<file path="config.mk">
export PLATFORM = sky130hd
export DESIGN_NAME = rpmc_top
export DESIGN_NICKNAME = d
export VERILOG_FILES = /design/src/common/rpmc_pkg.sv /design/src/design/rpmc_irq_arb.sv /design/src/design/rpmc_top.sv
export VERILOG_INCLUDE_DIRS = /design/src /design/src/common
export SDC_FILE = /design/constraint.sdc
export NUM_CORES = 1
export LEC_CHECK = 0
export BUFFER_PORTS_ARGS = -buffer_cell sky130_fd_sc_hd__buf_4
export CAP_MARGIN = 20
export CORE_MARGIN = 3
export CORE_UTILIZATION = 53
export DETAILED_ROUTE_END_ITERATION = 10
export HOLD_SLACK_MARGIN = 0.02
export PLACE_DENSITY = 0.87
export SLEW_MARGIN = 20
export SYNTH_ARGS = -nofsm -noshare
export SYNTH_HDL_FRONTEND = slang
export SYNTH_SLANG_ARGS = --single-unit
</file>
<file path="constraint.sdc">
create_clock -name MCLK -period 8.8 [get_ports MCLK]
set_input_delay 0.88 -clock MCLK [delete_from_list [all_inputs] [get_ports MCLK]]
set_output_delay 0.88 -clock MCLK [all_outputs]
set_load 0.05 [all_outputs]
</file>
<file path="src/common/rpmc_map.svh">
// Register offsets, field positions, reset values, vectors and cycle counts of the reset and power mode controller
`ifndef RPMC_MAP_SVH
`define RPMC_MAP_SVH

// Byte offsets on the register bus
`define RPMC_OFS_FCFG 8'h00
`define RPMC_OFS_POWER_CONTROL_REG 8'h04
`define RPMC_OFS_INTEN 8'h08
`define RPMC_OFS_PRIO 8'h0c
`define RPMC_OFS_STAT 8'h10
`define RPMC_OFS_WATCHDOG_CONTROL_REG 8'h14
`define RPMC_OFS_IEA 8'he8

// Field positions
`define RPMC_FCFG_SWR 1
`define RPMC_WATCHDOG_CONTROL_REG_WATCHDOG_RESET_FLAG 2
`define RPMC_IEA_EBO 3
`define RPMC_POWER_CONTROL_REG_IDL 0
`define RPMC_POWER_CONTROL_REG_PD 1
`define RPMC_INTEN_IT0 8
`define RPMC_INTEN_IT1 9

// Reset values
`define RPMC_INTEN_RST 7'h00
`define RPMC_IT_RST 2'h0
`define RPMC_PRIO_RST 14'h0000

// Program addresses
`define RPMC_VEC_RESET 16'h0000
`define RPMC_VEC_EX0 16'h0003
`define RPMC_VEC_T0 16'h000b
`define RPMC_VEC_EX1 16'h0013
`define RPMC_VEC_T1 16'h001b
`define RPMC_VEC_SER 16'h0023
`define RPMC_VEC_T2 16'h002b
`define RPMC_VEC_BO 16'h004b

// Cycle counts at MCLK
`define RPMC_RST_FILT_CLKS 5'd24
`define RPMC_RST_HOLD_CLKS 5'd24
`define RPMC_PD_WAKE_CLKS 11'd1024

`endif

</file>
<file path="src/common/rpmc_pkg.sv">
// Types and vector lookup shared by the reset and power mode controller
`include "rpmc_map.svh"
package rpmc_pkg;

   // Sequencer states
   typedef enum logic [1:0] {ST_RESET, ST_RUN, ST_IDLE, ST_PDOWN} rpmc_state_e;

   // Requests in arbitration rank order, bit 0 ranks highest
   typedef struct packed {
      logic t2;
      logic ser;
      logic t1;
      logic ex1;
      logic t0;
      logic bo;
      logic ex0;
   } rpmc_src_s;

   // Two priority bits per source, source i at [2i+1:2i]
   typedef logic [13:0] rpmc_prio_t;

   // Arbitration winner
   typedef struct packed {
      logic valid;
      logic [2:0] idx;
   } rpmc_pick_s;

   // Vector of a source index
   function automatic logic [15:0] vec_of(input logic [2:0] idx);
      case (idx)
         3'h0: return `RPMC_VEC_EX0;
         3'h1: return `RPMC_VEC_BO;
         3'h2: return `RPMC_VEC_T0;
         3'h3: return `RPMC_VEC_EX1;
         3'h4: return `RPMC_VEC_T1;
         3'h5: return `RPMC_VEC_SER;
         default: return `RPMC_VEC_T2;
      endcase
   endfunction : vec_of

endpackage : rpmc_pkg

</file>
<file path="src/design/rpmc_irq_arb.sv">
// Priority and rank arbiter for the seven interrupt sources
`timescale 1ns/10ps
`default_nettype none
module rpmc_irq_arb
   import rpmc_pkg::*;
(
   // Requests and levels
   input wire rpmc_src_s req,
   input wire rpmc_prio_t prio,
   // Winner
   output rpmc_pick_s pick
);

   logic [6:0] req_v;
   logic [1:0] best;

   assign req_v = req;

   // Highest level wins; strict compare keeps the better rank on a tie
   always_comb begin
      pick = '0;
      best = 2'h0;
      for (int i = 0; i < 7; i++) begin
         if (req_v[i] && (!pick.valid || prio[2*i +: 2] > best)) begin
            pick.valid = 1'b1;
            pick.idx = i[2:0];
            best = prio[2*i +: 2];
         end
      end
   end

endmodule : rpmc_irq_arb
`default_nettype wire

</file>
<file path="src/design/rpmc_top.sv">
// Reset sequencing, interrupt vectoring and power mode control with an Avalon-MM register slave
`timescale 1ns/10ps
`default_nettype none
`include "rpmc_map.svh"
module rpmc_top
   import rpmc_pkg::*;
(
   // Clock and power-on reset
   input wire logic MCLK,
   input wire logic RST_N,
   // Avalon-MM slave
   input wire logic [7:0] AVS_ADDRESS,
   input wire logic AVS_READ,
   input wire logic AVS_WRITE,
   input wire logic [31:0] AVS_WRITEDATA,
   input wire logic [3:0] AVS_BYTEENABLE,
   output logic [31:0] AVS_READDATA,
   output logic AVS_WAITREQUEST,
   // Reset sources
   input wire logic RST_PIN,
   input wire logic BOD_DET,
   input wire logic WDT_EXPIRE,
   // Interrupt pins and peripheral requests
   input wire logic EXT_INT0_N,
   input wire logic EXT_INT1_N,
   input wire logic TMR0_REQ,
   input wire logic TMR1_REQ,
   input wire logic SER_REQ,
   input wire logic SPI_REQ,
   input wire logic TMR2_REQ,
   // CPU side
   input wire logic IRQ_ACK,
   output logic CPU_RST,
   output logic PC_HALT,
   output logic PC_LOAD,
   output logic [15:0] PC_START,
   output logic IRQ_REQ,
   output logic [15:0] IRQ_VECTOR,
   // Clock and pad control
   output logic CLK_STOP,
   output logic STROBE_OVR,
   output logic STROBE_LEVEL,
   output logic STROBE_WEAK,
   output logic PORT_WEAK_PULLUP
);

   rpmc_state_e state_q, state_d;
   rpmc_src_s req;
   rpmc_pick_s pick;
   logic rst_s1, rst_s2;
   logic [4:0] rst_cnt_q, hold_q;
   logic [10:0] wake_cnt_q;
   logic pin_rst, hold_done, wake_done, qual_low;
   logic soft_trig, bo_rst, sys_rst_req, sfr_clr;
   logic wait_q, wr_en, rd_ld, ack_fire;
   logic [31:0] rdata, rdata_q;
   logic swr_q, watchdog_reset_flag_q, ebo_q, idl_q, pd_q, bof_q;
   logic [6:0] inten_q;
   logic [1:0] it_q, ie_q, ext_prev_q, ext_n, ack_ext;
   rpmc_prio_t prio_q;
   logic [2:0] idx_q;
   logic irq_req_q, cpu_rst_q, pc_halt_q, pc_load_q, clk_stop_q;
   logic ovr_q, lvl_q, weak_q;
   logic [15:0] irq_vec_q, pc_start_q;

   // Write strobe for one byte lane of one register
   function automatic logic wr_hit(input logic [7:0] ofs, input logic [1:0] lane);
      return wr_en && (AVS_ADDRESS == ofs) && AVS_BYTEENABLE[lane];
   endfunction : wr_hit

   // Bus timing: a request answers one cycle after it is seen
   assign wr_en = AVS_WRITE && !wait_q;
   assign rd_ld = AVS_READ && wait_q;
   assign ext_n = {EXT_INT1_N, EXT_INT0_N};
   assign ack_fire = IRQ_ACK && irq_req_q;
   assign ack_ext = {ack_fire && (idx_q == 3'h3), ack_fire && (idx_q == 3'h0)};

   // Reset pin synchroniser; only the second stage is looked at
   always_ff @(posedge MCLK or negedge RST_N) begin
      if (!RST_N) begin
         rst_s1 <= 1'b0;
         rst_s2 <= 1'b0;
      end else begin
         rst_s1 <= RST_PIN;
         rst_s2 <= rst_s1;
      end
   end

   // Consecutive high samples; a glitch restarts the count
   always_ff @(posedge MCLK or negedge RST_N) begin
      if (!RST_N) begin
         rst_cnt_q <= 5'h00;
      end else if (!rst_s2) begin
         rst_cnt_q <= 5'h00;
      end else if (rst_cnt_q != `RPMC_RST_FILT_CLKS) begin
         rst_cnt_q <= rst_cnt_q + 5'h01;
      end
   end

   // Reset causes
   assign pin_rst = (rst_cnt_q == `RPMC_RST_FILT_CLKS);
   assign soft_trig = wr_hit(`RPMC_OFS_FCFG, 2'h0) && AVS_WRITEDATA[`RPMC_FCFG_SWR] && !swr_q;
   // Clearing the enable while brown-out persists falls into this same term
   assign bo_rst = BOD_DET && !ebo_q;
   assign sys_rst_req = pin_rst || soft_trig || bo_rst || WDT_EXPIRE;
   assign sfr_clr = sys_rst_req || (state_q == ST_RESET);
   assign hold_done = (hold_q == `RPMC_RST_HOLD_CLKS);

   // Reset stretch so every cause gives the CPU a full reset pulse
   always_ff @(posedge MCLK or negedge RST_N) begin
      if (!RST_N) begin
         hold_q <= 5'h00;
      end else if (sys_rst_req) begin
         hold_q <= 5'h00;
      end else if (!hold_done) begin
         hold_q <= hold_q + 5'h01;
      end
   end

   // Sequencer next state
   always_comb begin
      state_d = state_q;
      if (sys_rst_req) begin
         state_d = ST_RESET;
      end else begin
         case (state_q)
            ST_RESET: begin
               if (hold_done) state_d = ST_RUN;
            end
            ST_RUN: begin
               if (pd_q) state_d = ST_PDOWN;
               else if (idl_q) state_d = ST_IDLE;
            end
            ST_IDLE: begin
               if (!idl_q) state_d = ST_RUN;
            end
            ST_PDOWN: begin
               if (!pd_q) state_d = ST_RUN;
            end
            default: state_d = ST_RESET;
         endcase
      end
   end

   // Sequencer state; a gated clock simply freezes it in place
   always_ff @(posedge MCLK or negedge RST_N) begin
      if (!RST_N) begin
         state_q <= ST_RESET;
      end else begin
         state_q <= state_d;
      end
   end

   // Flash configuration trigger bit survives system resets
   always_ff @(posedge MCLK or negedge RST_N) begin
      if (!RST_N) begin
         swr_q <= 1'b0;
      end else if (wr_hit(`RPMC_OFS_FCFG, 2'h0)) begin
         swr_q <= AVS_WRITEDATA[`RPMC_FCFG_SWR];
      end
   end

   // Watchdog reset flag; a new expiry beats a clear in the same cycle
   always_ff @(posedge MCLK or negedge RST_N) begin
      if (!RST_N) begin
         watchdog_reset_flag_q <= 1'b0;
      end else if (WDT_EXPIRE) begin
         watchdog_reset_flag_q <= 1'b1;
      end else if (wr_hit(`RPMC_OFS_WATCHDOG_CONTROL_REG, 2'h0) && AVS_WRITEDATA[`RPMC_WATCHDOG_CONTROL_REG_WATCHDOG_RESET_FLAG]) begin
         watchdog_reset_flag_q <= 1'b0;
      end
   end

   // Brown-out interrupt enable
   always_ff @(posedge MCLK or negedge RST_N) begin
      if (!RST_N) begin
         ebo_q <= 1'b0;
      end else if (sfr_clr) begin
         ebo_q <= 1'b0;
      end else if (wr_hit(`RPMC_OFS_IEA, 2'h0)) begin
         ebo_q <= AVS_WRITEDATA[`RPMC_IEA_EBO];
      end
   end

   // Power control; the start of service clears both mode bits
   always_ff @(posedge MCLK or negedge RST_N) begin
      if (!RST_N) begin
         idl_q <= 1'b0;
         pd_q <= 1'b0;
      end else if (sfr_clr) begin
         idl_q <= 1'b0;
         pd_q <= 1'b0;
      end else if (wr_hit(`RPMC_OFS_POWER_CONTROL_REG, 2'h0)) begin
         idl_q <= AVS_WRITEDATA[`RPMC_POWER_CONTROL_REG_IDL];
         pd_q <= AVS_WRITEDATA[`RPMC_POWER_CONTROL_REG_PD];
      end else if (ack_fire) begin
         idl_q <= 1'b0;
         pd_q <= 1'b0;
      end
   end

   // Enables, trigger types and priority levels
   always_ff @(posedge MCLK or negedge RST_N) begin
      if (!RST_N) begin
         inten_q <= `RPMC_INTEN_RST;
         it_q <= `RPMC_IT_RST;
         prio_q <= `RPMC_PRIO_RST;
      end else if (sfr_clr) begin
         inten_q <= `RPMC_INTEN_RST;
         it_q <= `RPMC_IT_RST;
         prio_q <= `RPMC_PRIO_RST;
      end else begin
         if (wr_hit(`RPMC_OFS_INTEN, 2'h0)) inten_q <= AVS_WRITEDATA[6:0];
         if (wr_hit(`RPMC_OFS_INTEN, 2'h1)) it_q <= AVS_WRITEDATA[`RPMC_INTEN_IT1:`RPMC_INTEN_IT0];
         if (wr_hit(`RPMC_OFS_PRIO, 2'h0)) prio_q[7:0] <= AVS_WRITEDATA[7:0];
         if (wr_hit(`RPMC_OFS_PRIO, 2'h1)) prio_q[13:8] <= AVS_WRITEDATA[13:8];
      end
   end

   // External interrupt flags: level mode follows the pin, edge mode latches a fall
   always_ff @(posedge MCLK or negedge RST_N) begin
      if (!RST_N) begin
         ie_q <= 2'h0;
         ext_prev_q <= 2'h3;
      end else begin
         ext_prev_q <= ext_n;
         for (int i = 0; i < 2; i++) begin
            if (sfr_clr) ie_q[i] <= 1'b0;
            else if (!it_q[i]) ie_q[i] <= !ext_n[i];
            else if (ext_prev_q[i] && !ext_n[i]) ie_q[i] <= 1'b1;
            else if (ack_ext[i]) ie_q[i] <= 1'b0;
         end
      end
   end

   // Brown-out flag; detection wins over the clear on acknowledge
   always_ff @(posedge MCLK or negedge RST_N) begin
      if (!RST_N) begin
         bof_q <= 1'b0;
      end else if (sfr_clr) begin
         bof_q <= 1'b0;
      end else if (BOD_DET && ebo_q) begin
         bof_q <= 1'b1;
      end else if (ack_fire && idx_q == 3'h1) begin
         bof_q <= 1'b0;
      end
   end

   // Enabled level-sensitive external pin held low during power-down
   assign qual_low = (inten_q[0] && !it_q[0] && !EXT_INT0_N) || (inten_q[3] && !it_q[1] && !EXT_INT1_N);
   assign wake_done = (wake_cnt_q == `RPMC_PD_WAKE_CLKS);

   // Wake-up low time; the service request waits for the full count
   always_ff @(posedge MCLK or negedge RST_N) begin
      if (!RST_N) begin
         wake_cnt_q <= 11'h000;
      end else if (!pd_q || !qual_low) begin
         wake_cnt_q <= 11'h000;
      end else if (!wake_done) begin
         wake_cnt_q <= wake_cnt_q + 11'h001;
      end
   end

   // Qualified requests; power-down admits only level external interrupts
   always_comb begin
      req = '0;
      req.ex0 = inten_q[0] && ie_q[0];
      req.bo = ebo_q && bof_q;
      req.t0 = inten_q[2] && TMR0_REQ;
      req.ex1 = inten_q[3] && ie_q[1];
      req.t1 = inten_q[4] && TMR1_REQ;
      req.ser = inten_q[5] && (SER_REQ || SPI_REQ);
      req.t2 = inten_q[6] && TMR2_REQ;
      if (pd_q) begin
         req = '0;
         req.ex0 = inten_q[0] && ie_q[0] && !it_q[0] && wake_done;
         req.ex1 = inten_q[3] && ie_q[1] && !it_q[1] && wake_done;
      end
      if (state_q == ST_RESET) req = '0;
   end

   rpmc_irq_arb u_arb (
      .req(req),
      .prio(prio_q),
      .pick(pick)
   );

   // Request and vector to the CPU; dropped for one cycle after each acknowledge
   always_ff @(posedge MCLK or negedge RST_N) begin
      if (!RST_N) begin
         irq_req_q <= 1'b0;
         idx_q <= 3'h0;
         irq_vec_q <= `RPMC_VEC_RESET;
      end else begin
         irq_req_q <= pick.valid && !sys_rst_req && !ack_fire;
         idx_q <= pick.idx;
         irq_vec_q <= vec_of(pick.idx);
      end
   end

   // CPU control and pad outputs decoded from the next state; PC_START stays at the reset vector
   always_ff @(posedge MCLK or negedge RST_N) begin
      if (!RST_N) begin
         cpu_rst_q <= 1'b1;
         pc_halt_q <= 1'b1;
         pc_load_q <= 1'b0;
         pc_start_q <= `RPMC_VEC_RESET;
         clk_stop_q <= 1'b0;
         ovr_q <= 1'b1;
         lvl_q <= 1'b1;
         weak_q <= 1'b1;
      end else begin
         cpu_rst_q <= (state_d == ST_RESET);
         pc_halt_q <= (state_d != ST_RUN);
         pc_load_q <= (state_q == ST_RESET) && (state_d == ST_RUN);
         pc_start_q <= `RPMC_VEC_RESET;
         clk_stop_q <= (state_d == ST_PDOWN) && !qual_low;
         ovr_q <= (state_d != ST_RUN);
         lvl_q <= (state_d != ST_PDOWN);
         weak_q <= (state_d == ST_RESET);
      end
   end

   // Register readback; unmapped offsets read zero
   always_comb begin
      rdata = 32'h00000000;
      case (AVS_ADDRESS)
         `RPMC_OFS_FCFG: rdata[`RPMC_FCFG_SWR] = swr_q;
         `RPMC_OFS_POWER_CONTROL_REG: rdata[1:0] = {pd_q, idl_q};
         `RPMC_OFS_INTEN: rdata[9:0] = {it_q, 1'b0, inten_q};
         `RPMC_OFS_PRIO: rdata[13:0] = prio_q;
         `RPMC_OFS_STAT: rdata[5:0] = {wake_done, bof_q, ie_q, state_q};
         `RPMC_OFS_WATCHDOG_CONTROL_REG: rdata[`RPMC_WATCHDOG_CONTROL_REG_WATCHDOG_RESET_FLAG] = watchdog_reset_flag_q;
         `RPMC_OFS_IEA: rdata[`RPMC_IEA_EBO] = ebo_q;
         default: rdata = 32'h00000000;
      endcase
   end

   // Bus answer: waitrequest drops for exactly one cycle per access
   always_ff @(posedge MCLK or negedge RST_N) begin
      if (!RST_N) begin
         wait_q <= 1'b1;
         rdata_q <= 32'h00000000;
      end else begin
         wait_q <= !((AVS_READ || AVS_WRITE) && wait_q);
         if (rd_ld) rdata_q <= rdata;
      end
   end

   assign AVS_WAITREQUEST = wait_q;
   assign AVS_READDATA = rdata_q;
   assign CPU_RST = cpu_rst_q;
   assign PC_HALT = pc_halt_q;
   assign PC_LOAD = pc_load_q;
   assign PC_START = pc_start_q;
   assign IRQ_REQ = irq_req_q;
   assign IRQ_VECTOR = irq_vec_q;
   assign CLK_STOP = clk_stop_q;
   assign STROBE_OVR = ovr_q;
   assign STROBE_LEVEL = lvl_q;
   assign STROBE_WEAK = weak_q;
   assign PORT_WEAK_PULLUP = weak_q;
endmodule : rpmc_top
`default_nettype wire

</file>
Yosys cells after proc, flatten, opt, wreduce, memory -nomap -nowiden
Cells that the tools add are included.
{"block": "word_totals", "regBits": 89, "latch_bits": 0, "ram_bits": 0, "mem_bits_ro": 0, "output_inout_bits": 74, "word_cells": 228, "memories": 0}
{"block": "op_classes", "add_sub_neg": 3, "n_mul": 0, "div": 0, "order_cmp": 6, "n_eq_ne": 29, "shift": 0, "mux": 63, "n_bitwise": 0, "n_reduce_logical": 98}
{"cell": "$logic_and 1x1->1", "n": 53}
{"cell": "$pmux 7 s6", "n": 1}
{"cell": "$mux 4", "n": 8}
{"cell": "$mux 2", "n": 14}
{"cell": "$mux 7", "n": 4}
{"cell": "$mux 11", "n": 2}
{"cell": "$mux 1", "n": 20}
{"cell": "$mux 5", "n": 4}
{"cell": "$logic_not 1->1", "n": 18}
{"cell": "$eq 8x4->1 const B", "n": 2}
{"cell": "$eq 8x5->1 const B", "n": 2}
{"cell": "$logic_or 1x1->1", "n": 14}
{"cell": "$mux 14", "n": 1}
{"cell": "$gt 2x2->1", "n": 6}
{"cell": "$pmux 1 s4", "n": 3}
{"cell": "$reduce_bool 2->1", "n": 6}
{"cell": "$add 11x1->11 const B", "n": 1}
{"cell": "$eq 11x11->1 const B", "n": 1}
{"cell": "$add 5x1->5 const B", "n": 2}
{"cell": "$eq 5x5->1 const B", "n": 2}
{"cell": "$eq 3x2->1 const B", "n": 3}
{"cell": "$eq 8x3->1 const B", "n": 1}
{"cell": "$eq 8x8->1 const B", "n": 1}
{"cell": "$logic_not 8->1", "n": 1}
{"cell": "17 further kinds", "n": 29}

Depth between registers and ports, before layout
{"block": "depth", "ltp_word": 32, "depth_mapped": 45, "ltp_nobuf": 44}

Cells and area by module
A second synthesis with hierarchy kept.
{"block": "unflattened", "hier_cells": 538, "area_unflattened_um2": 5139.9}
{"mod": "rpmc_top", "n_inst": 1, "cells_each": 454, "area_per_inst_um2": 4554.4, "seq_area_each_um2": 2184.6}
{"mod": "rpmc_irq_arb", "n_inst": 1, "cells_each": 84, "area_per_inst_um2": 585.6, "seq_area_each_um2": 0.0}

Least setup slack after synthesis
No wires, ideal clock.
{"block": "synth_timing", "kind": "register to register", "start": "register wake_cnt_q[0]", "end": "register idx_q[2]", "t_arrival_ps": 7957, "required_ps": 8679, "path_slack_ps": 722, "path_stages_with_launch": 39, "cell_sequence": "dfrtp_1 > inv_1 > ha_1 > or4b_4 > o41ai_2 > nand3_1 > ha_1 > nor2b_1 > o2111a_1 > a211oi_1 > nor2_1 > ha_1 > nor2b_1 > a2bb2oi_1 > o21a_1 > o31ai_1 > ha_1 > nor2b_1 > [... 3 more ...] > o21a_1 > ha_1 > a211o_1 > o31a_1 > buf_4 > o211ai_1 > o21ai_0 > ha_1 > a2111oi_0 > a41oi_2 > o21a_1 > a21oi_1 > ha_1 > nor2b_1 > o21ai_0 > o41a_1 > o21ai_1 > nand2b_1"}
{"item": "from (decl)", "line": "rpmc_top.sv:52", "text": "logic [10:0] wake_cnt_q;"}
{"item": "from (signal assigned)", "line": "rpmc_top.sv:260", "text": "wake_cnt_q <= wake_cnt_q + 11'h001;"}
{"item": "to (signal assigned)", "line": "rpmc_top.sv:296", "text": "idx_q <= pick.idx;"}
{"item": "to (decl)", "line": "rpmc_top.sv:61", "text": "logic [2:0] idx_q;"}

==> run_summary.xml <==
<?xml version="1.0" encoding="UTF-8"?>
<metrics>
  <group name="grt">
    <metric name="grt_first_pass_wirelength" unit="mm">18.8</metric>
    <metric name="grt_use_total" unit="%">22.6</metric>
    <metric name="grt_max_degree" unit="">88</metric>
    <metric name="antenna_found_initial" unit="">0</metric>
    <metric name="vias_in_the_first_global_route" unit="">3938</metric>
    <metric name="globalRoute.totalOverflow" unit="">0</metric>
  </group>
  <group name="floorplan">
    <metric name="core-area" unit="um^2">8930</metric>
    <metric name="floorplan.die_area" unit="um^2">10600</metric>
    <metric name="dieHeight" unit="um">103</metric>
    <metric name="initial_core_util" unit="%">55.7</metric>
    <metric name="die_width" unit="um">103</metric>
    <metric name="num_io_pins" unit="">133</metric>
    <metric name="floorplan.rows" unit="">34</metric>
  </group>
  <group name="outcome">
    <metric name="run_status" unit="">finished clean</metric>
  </group>
  <group name="synth">
    <metric name="synth_compound_area_share" unit="%">17.7</metric>
    <metric name="post_synth_main_area_contributors" unit="">dfrtp_1 41%, buf_4 7.4%, nand2_1 4.8%</metric>
    <metric name="post-synth-top-area-fraction" unit="%">40.7</metric>
    <metric name="ys_seq_elements" unit="">87</metric>
    <metric name="synth_seq_area_share" unit="%">43.9</metric>
    <metric name="synth-async-reset-ratio" unit="%">100</metric>
    <metric name="synthSimpleGateAreaFrac" unit="%">18.6</metric>
    <metric name="syn_area" unit="um^2">4980</metric>
    <metric name="synth_enable_flop_cells" unit="">0</metric>
    <metric name="xor_and_xnor_area_share_after_synthesis" unit="%">2.46</metric>
    <metric name="ys_types" unit="">63</metric>
    <metric name="synthCells" unit="">550</metric>
    <metric name="synth-main-ff-cell" unit="">dfrtp_1</metric>
    <metric name="ys.warnings.count" unit="">0</metric>
    <metric name="combinational_family_with_the_most_area_after_synthesis" unit="">simple AND/OR/NAND/NOR gates</metric>
    <metric name="muxShareOfSynthArea" unit="%">1.86</metric>
    <metric name="yosys.area_share.adder" unit="%">4.52</metric>
    <metric name="synthesis.area_per_instance" unit="um^2">9.05</metric>
    <metric name="cell_taking_the_most_area_after_synthesis" unit="">dfrtp_1</metric>
  </group>
  <group name="sta">
    <metric name="min_period" unit="ns">8.48</metric>
    <metric name="drv_slew" unit="">0</metric>
    <metric name="worstMarginPinSlew" unit="ns">0.913</metric>
    <metric name="achievable-frequency" unit="GHz">0.118</metric>
    <metric name="final_setup_fails" unit="">0</metric>
    <metric name="timing.setup.tns" unit="ns">0</metric>
    <metric name="postLayoutSetupSlackWorst" unit="ns">0.323</metric>
    <metric name="fin_skew" unit="ns">0.0167</metric>
    <metric name="finalHoldViolations" unit="">0</metric>
    <metric name="finalCritPeriodShare" unit="%">96.3</metric>
    <metric name="slew_headroom" unit="%">38.9</metric>
  </group>
  <group name="place">
    <metric name="numPlacedInstances" unit="">713</metric>
    <metric name="port-buffer-count" unit="">68</metric>
    <metric name="gp_congestion" unit="">0.939</metric>
    <metric name="post_dp_hpwl" unit="mm">8.55</metric>
    <metric name="place_ws" unit="ns">0.0289</metric>
  </group>
  <group name="clock_tree">
    <metric name="clk_pin_slew" unit="ns">0.10</metric>
    <metric name="htree_levels" unit="">3</metric>
    <metric name="ctsLongestPathBuffers" unit="">2</metric>
    <metric name="root_buffer" unit="">clkbuf_8</metric>
    <metric name="clock_latency" unit="ns">0.38</metric>
    <metric name="clock_sink_count" unit="">87</metric>
    <metric name="tritoncts" unit="">done</metric>
    <metric name="cts_made_buffers" unit="">9</metric>
  </group>
  <group name="worst_setup_path">
    <metric name="crit_path_to" unit="">idx_q[2]</metric>
    <metric name="r2r.worst_path.cells" unit="">39</metric>
    <metric name="setup.reg_to_reg.worst_slack" unit="ns">0.32</metric>
    <metric name="r2r_start" unit="">wake_cnt_q[5]</metric>
    <metric name="critPathLaunchType" unit="">register</metric>
    <metric name="critical_path.startpoint" unit="">wake_cnt_q[5]</metric>
    <metric name="timing.rr.end" unit="">idx_q[2]</metric>
    <metric name="cp_data_required_time" unit="ns">9.05</metric>
    <metric name="cpMostUsedCell" unit="">ha_1</metric>
    <metric name="critical_path_class" unit="">reg2reg</metric>
    <metric name="critical-path-max-stage-delay" unit="ns">0.59</metric>
    <metric name="crit_arrival" unit="ns">8.73</metric>
    <metric name="crit_path_max_fo" unit="">6</metric>
    <metric name="cp_slowest_cell" unit="">or4b_4</metric>
    <metric name="worstSetupEndpointType" unit="">register</metric>
  </group>
  <group name="pwr">
    <metric name="power_frac_seq" unit="%">51.3</metric>
    <metric name="p_int" unit="mW">0.569</metric>
    <metric name="sw_frac_of_total" unit="%">28.1</metric>
    <metric name="total_switching_power" unit="mW">0.223</metric>
    <metric name="p_leak" unit="nW">2.61</metric>
    <metric name="irDropWorstVdd" unit="uV">92.2</metric>
    <metric name="pwr-share-clk" unit="%">37.9</metric>
    <metric name="comb_power_share" unit="%">10.8</metric>
    <metric name="power_density" unit="nW/um^2">137</metric>
  </group>
  <group name="route">
    <metric name="detailedRoute.firstIterationViolations" unit="">353</metric>
    <metric name="dr_total_vias" unit="">4240</metric>
    <metric name="drt_drc_violations_left" unit="">0</metric>
    <metric name="vias_per_cell" unit="">5.79</metric>
    <metric name="drtAntennaViolNets" unit="">0</metric>
    <metric name="detail_route.wl_per_cell" unit="um">16.2</metric>
    <metric name="drt_wl_total" unit="mm">11.9</metric>
    <metric name="drt_pass1_iterations" unit="">8</metric>
  </group>
  <group name="layout">
    <metric name="final-instance-count-excl-fill" unit="">732</metric>
    <metric name="fin_nets" unit="">696</metric>
    <metric name="area_growth" unit="%">15.9</metric>
    <metric name="n_antenna_cell" unit="">0</metric>
    <metric name="drive_gt1_share" unit="%">20.4</metric>
  </group>
  <group name="hold_path">
    <metric name="timing.hold.worst.class" unit="">reg2reg</metric>
    <metric name="min_from" unit="">rst_s1</metric>
  </group>
  <group name="flow_run">
    <metric name="max_cap_violations" unit="">0</metric>
  </group>
</metrics>
==> state kept, by name, indices dropped and copies added, names as in the netlist, 2 cells and up <==
register,count
AVS_READDATA,14
IRQ_VECTOR,5
ext_prev_q,2
hold_q,5
idx_q,3
ie_q,2
inten_q,7
it_q,2
prio_q,14
rst_cnt_q,5
state_q,2
wake_cnt_q,11
==> critical path, delay by kind of cell (launching register included) <==
family          cells  cell delay, ns
fa+ha+maj           6            1.80
compound gates     21            3.99
buf+inv             2            0.31
flops               1            0.45
simple gates       10            1.78
==> power by group through the flow <==
stage | registers [mW] | logic, mW | clock network, mW
floorplan | 0.416 | 0.0698 | 0
global placement | 0.414 | 0.0838 | 0
detailed placement | 0.414 | 0.0852 | 0
CTS | 0.406 | 0.0853 | 0.303
global route | 0.407 | 0.0921 | 0.320
finish | 0.406 | 0.0854 | 0.301
==> final cells by class <==
type                       instances  area, um^2
clock buffer                      11         151
clock inverter                     5        63.8
fill                             708        3160
inverter                          25        93.8
multi-input combinational        412        2510
sequential                        87        2190
tap                              108         135
timing repair buffer              84         634
==> layout by cell type, fill, tap and decap left out, drive strengths merged, types with 4 or more instances in the layout <==
cell type / n
or3: 4
nor4: 4
a21oi: 45
a22oi: 4
o21a: 4
ha: 18
clkbuf: 11
a21o: 6
and2: 8
dfrtp: 81
dfstp: 6
conb: 45
and3: 4
buf: 84
o21ai: 31
nor3: 7
xnor2: 6
mux2i: 7
nand2b: 4
xor2: 8
inv: 26
nor2: 40
nand3: 39
nand2: 64
o211ai: 7
nor2b: 5
==> metrics by stage <==
| stage | hold slack, ns | util [%] | instance area [um^2] | total power [mW] |
|---|---|---|---|---|
| after floorplan | 0.331 | - | 5140 | 0.486 |
| after global placement | 0.335 | 60.9 | 5440 | 0.497 |
| after detailed placement | 0.346 | 60.9 | 5440 | 0.499 |
| after CTS | 0.368 | 63.3 | 5650 | 0.795 |
| after global routing | 0.370 | 64.6 | 5770 | 0.819 |
| final | 0.363 | 64.6 | 5770 | 0.792 |
==> cell usage after synthesis (2+ instances only) <==
cell type and number:
a211o_1 2, a21boi_0 2, a21o_1 6, a21oi_1 44, a221oi_1 2, a222oi_1 3, a22o_1 2, a22oi_1 4
a2bb2oi_1 2, a31oi_1 3, and2_1 8, and3_1 4, and3b_1 2, and4b_1 2, buf_2 2, buf_4 49
clkbuf_1 18, conb_1 2, dfrtp_1 81, dfstp_2 6, ha_1 18, inv_1 25, mux2_2 2, mux2i_1 7
nand2_1 64, nand2b_1 4, nand3_1 39, nand4_1 2, nor2_1 40, nor2b_1 5, nor3_1 7, nor4_1 4
o211a_1 2, o211ai_1 7, o21a_1 4, o21ai_0 30, o31ai_1 3, o41a_1 3, or3_1 4, xnor2_1 6
xor2_1 8
==> how the worst min path moves through the flow <==
| stage | endpoint | slack [ns] | depth (start not counted) |
|---|---|---|---|
| after CTS | rst_s2 | 0.37 | 0 |
| after global routing | rst_s2 | 0.37 | 0 |
| after floorplan | rst_s2 | 0.33 | 0 |
| after global placement | rst_s2 | 0.34 | 0 |
| final | rst_s2 | 0.36 | 0 |
| after detailed placement | rst_s2 | 0.35 | 0 |
==> routing by layer <==
layer | vias up | GRT usage [%] | wire [um]
met1 | 2048 | 30.3 | 4930
met4 | 0 | 7.57 | 165
li1 | 1969 | - | -
met5 | - | 0 | 0
met3 | 20 | 5.89 | 1050
met2 | 203 | 35.8 | 5740
==> logic make-up (layout without fill, tap and decap cells) <==
| kind of cell | Yosys count | in the layout |
|---|---|---|
| compound gates | 133 | 133 |
| fa+ha+maj | 18 | 18 |
| mux | 9 | 9 |
| xor+xnor | 14 | 14 |
| buf+inv | 94 | 125 |
| flops | 87 | 87 |
| other cells | 2 | 45 |
| simple gates | 193 | 193 |
==> timing repair <==
action | 4_1_cts | 5_1_grt
setup buffers | 0 | 3
hold buffers | 0 | 0
setup endpoints to repair | 0 | 7
gates resized for setup | 0 | 20
Power figures use the tool's default switching activity.
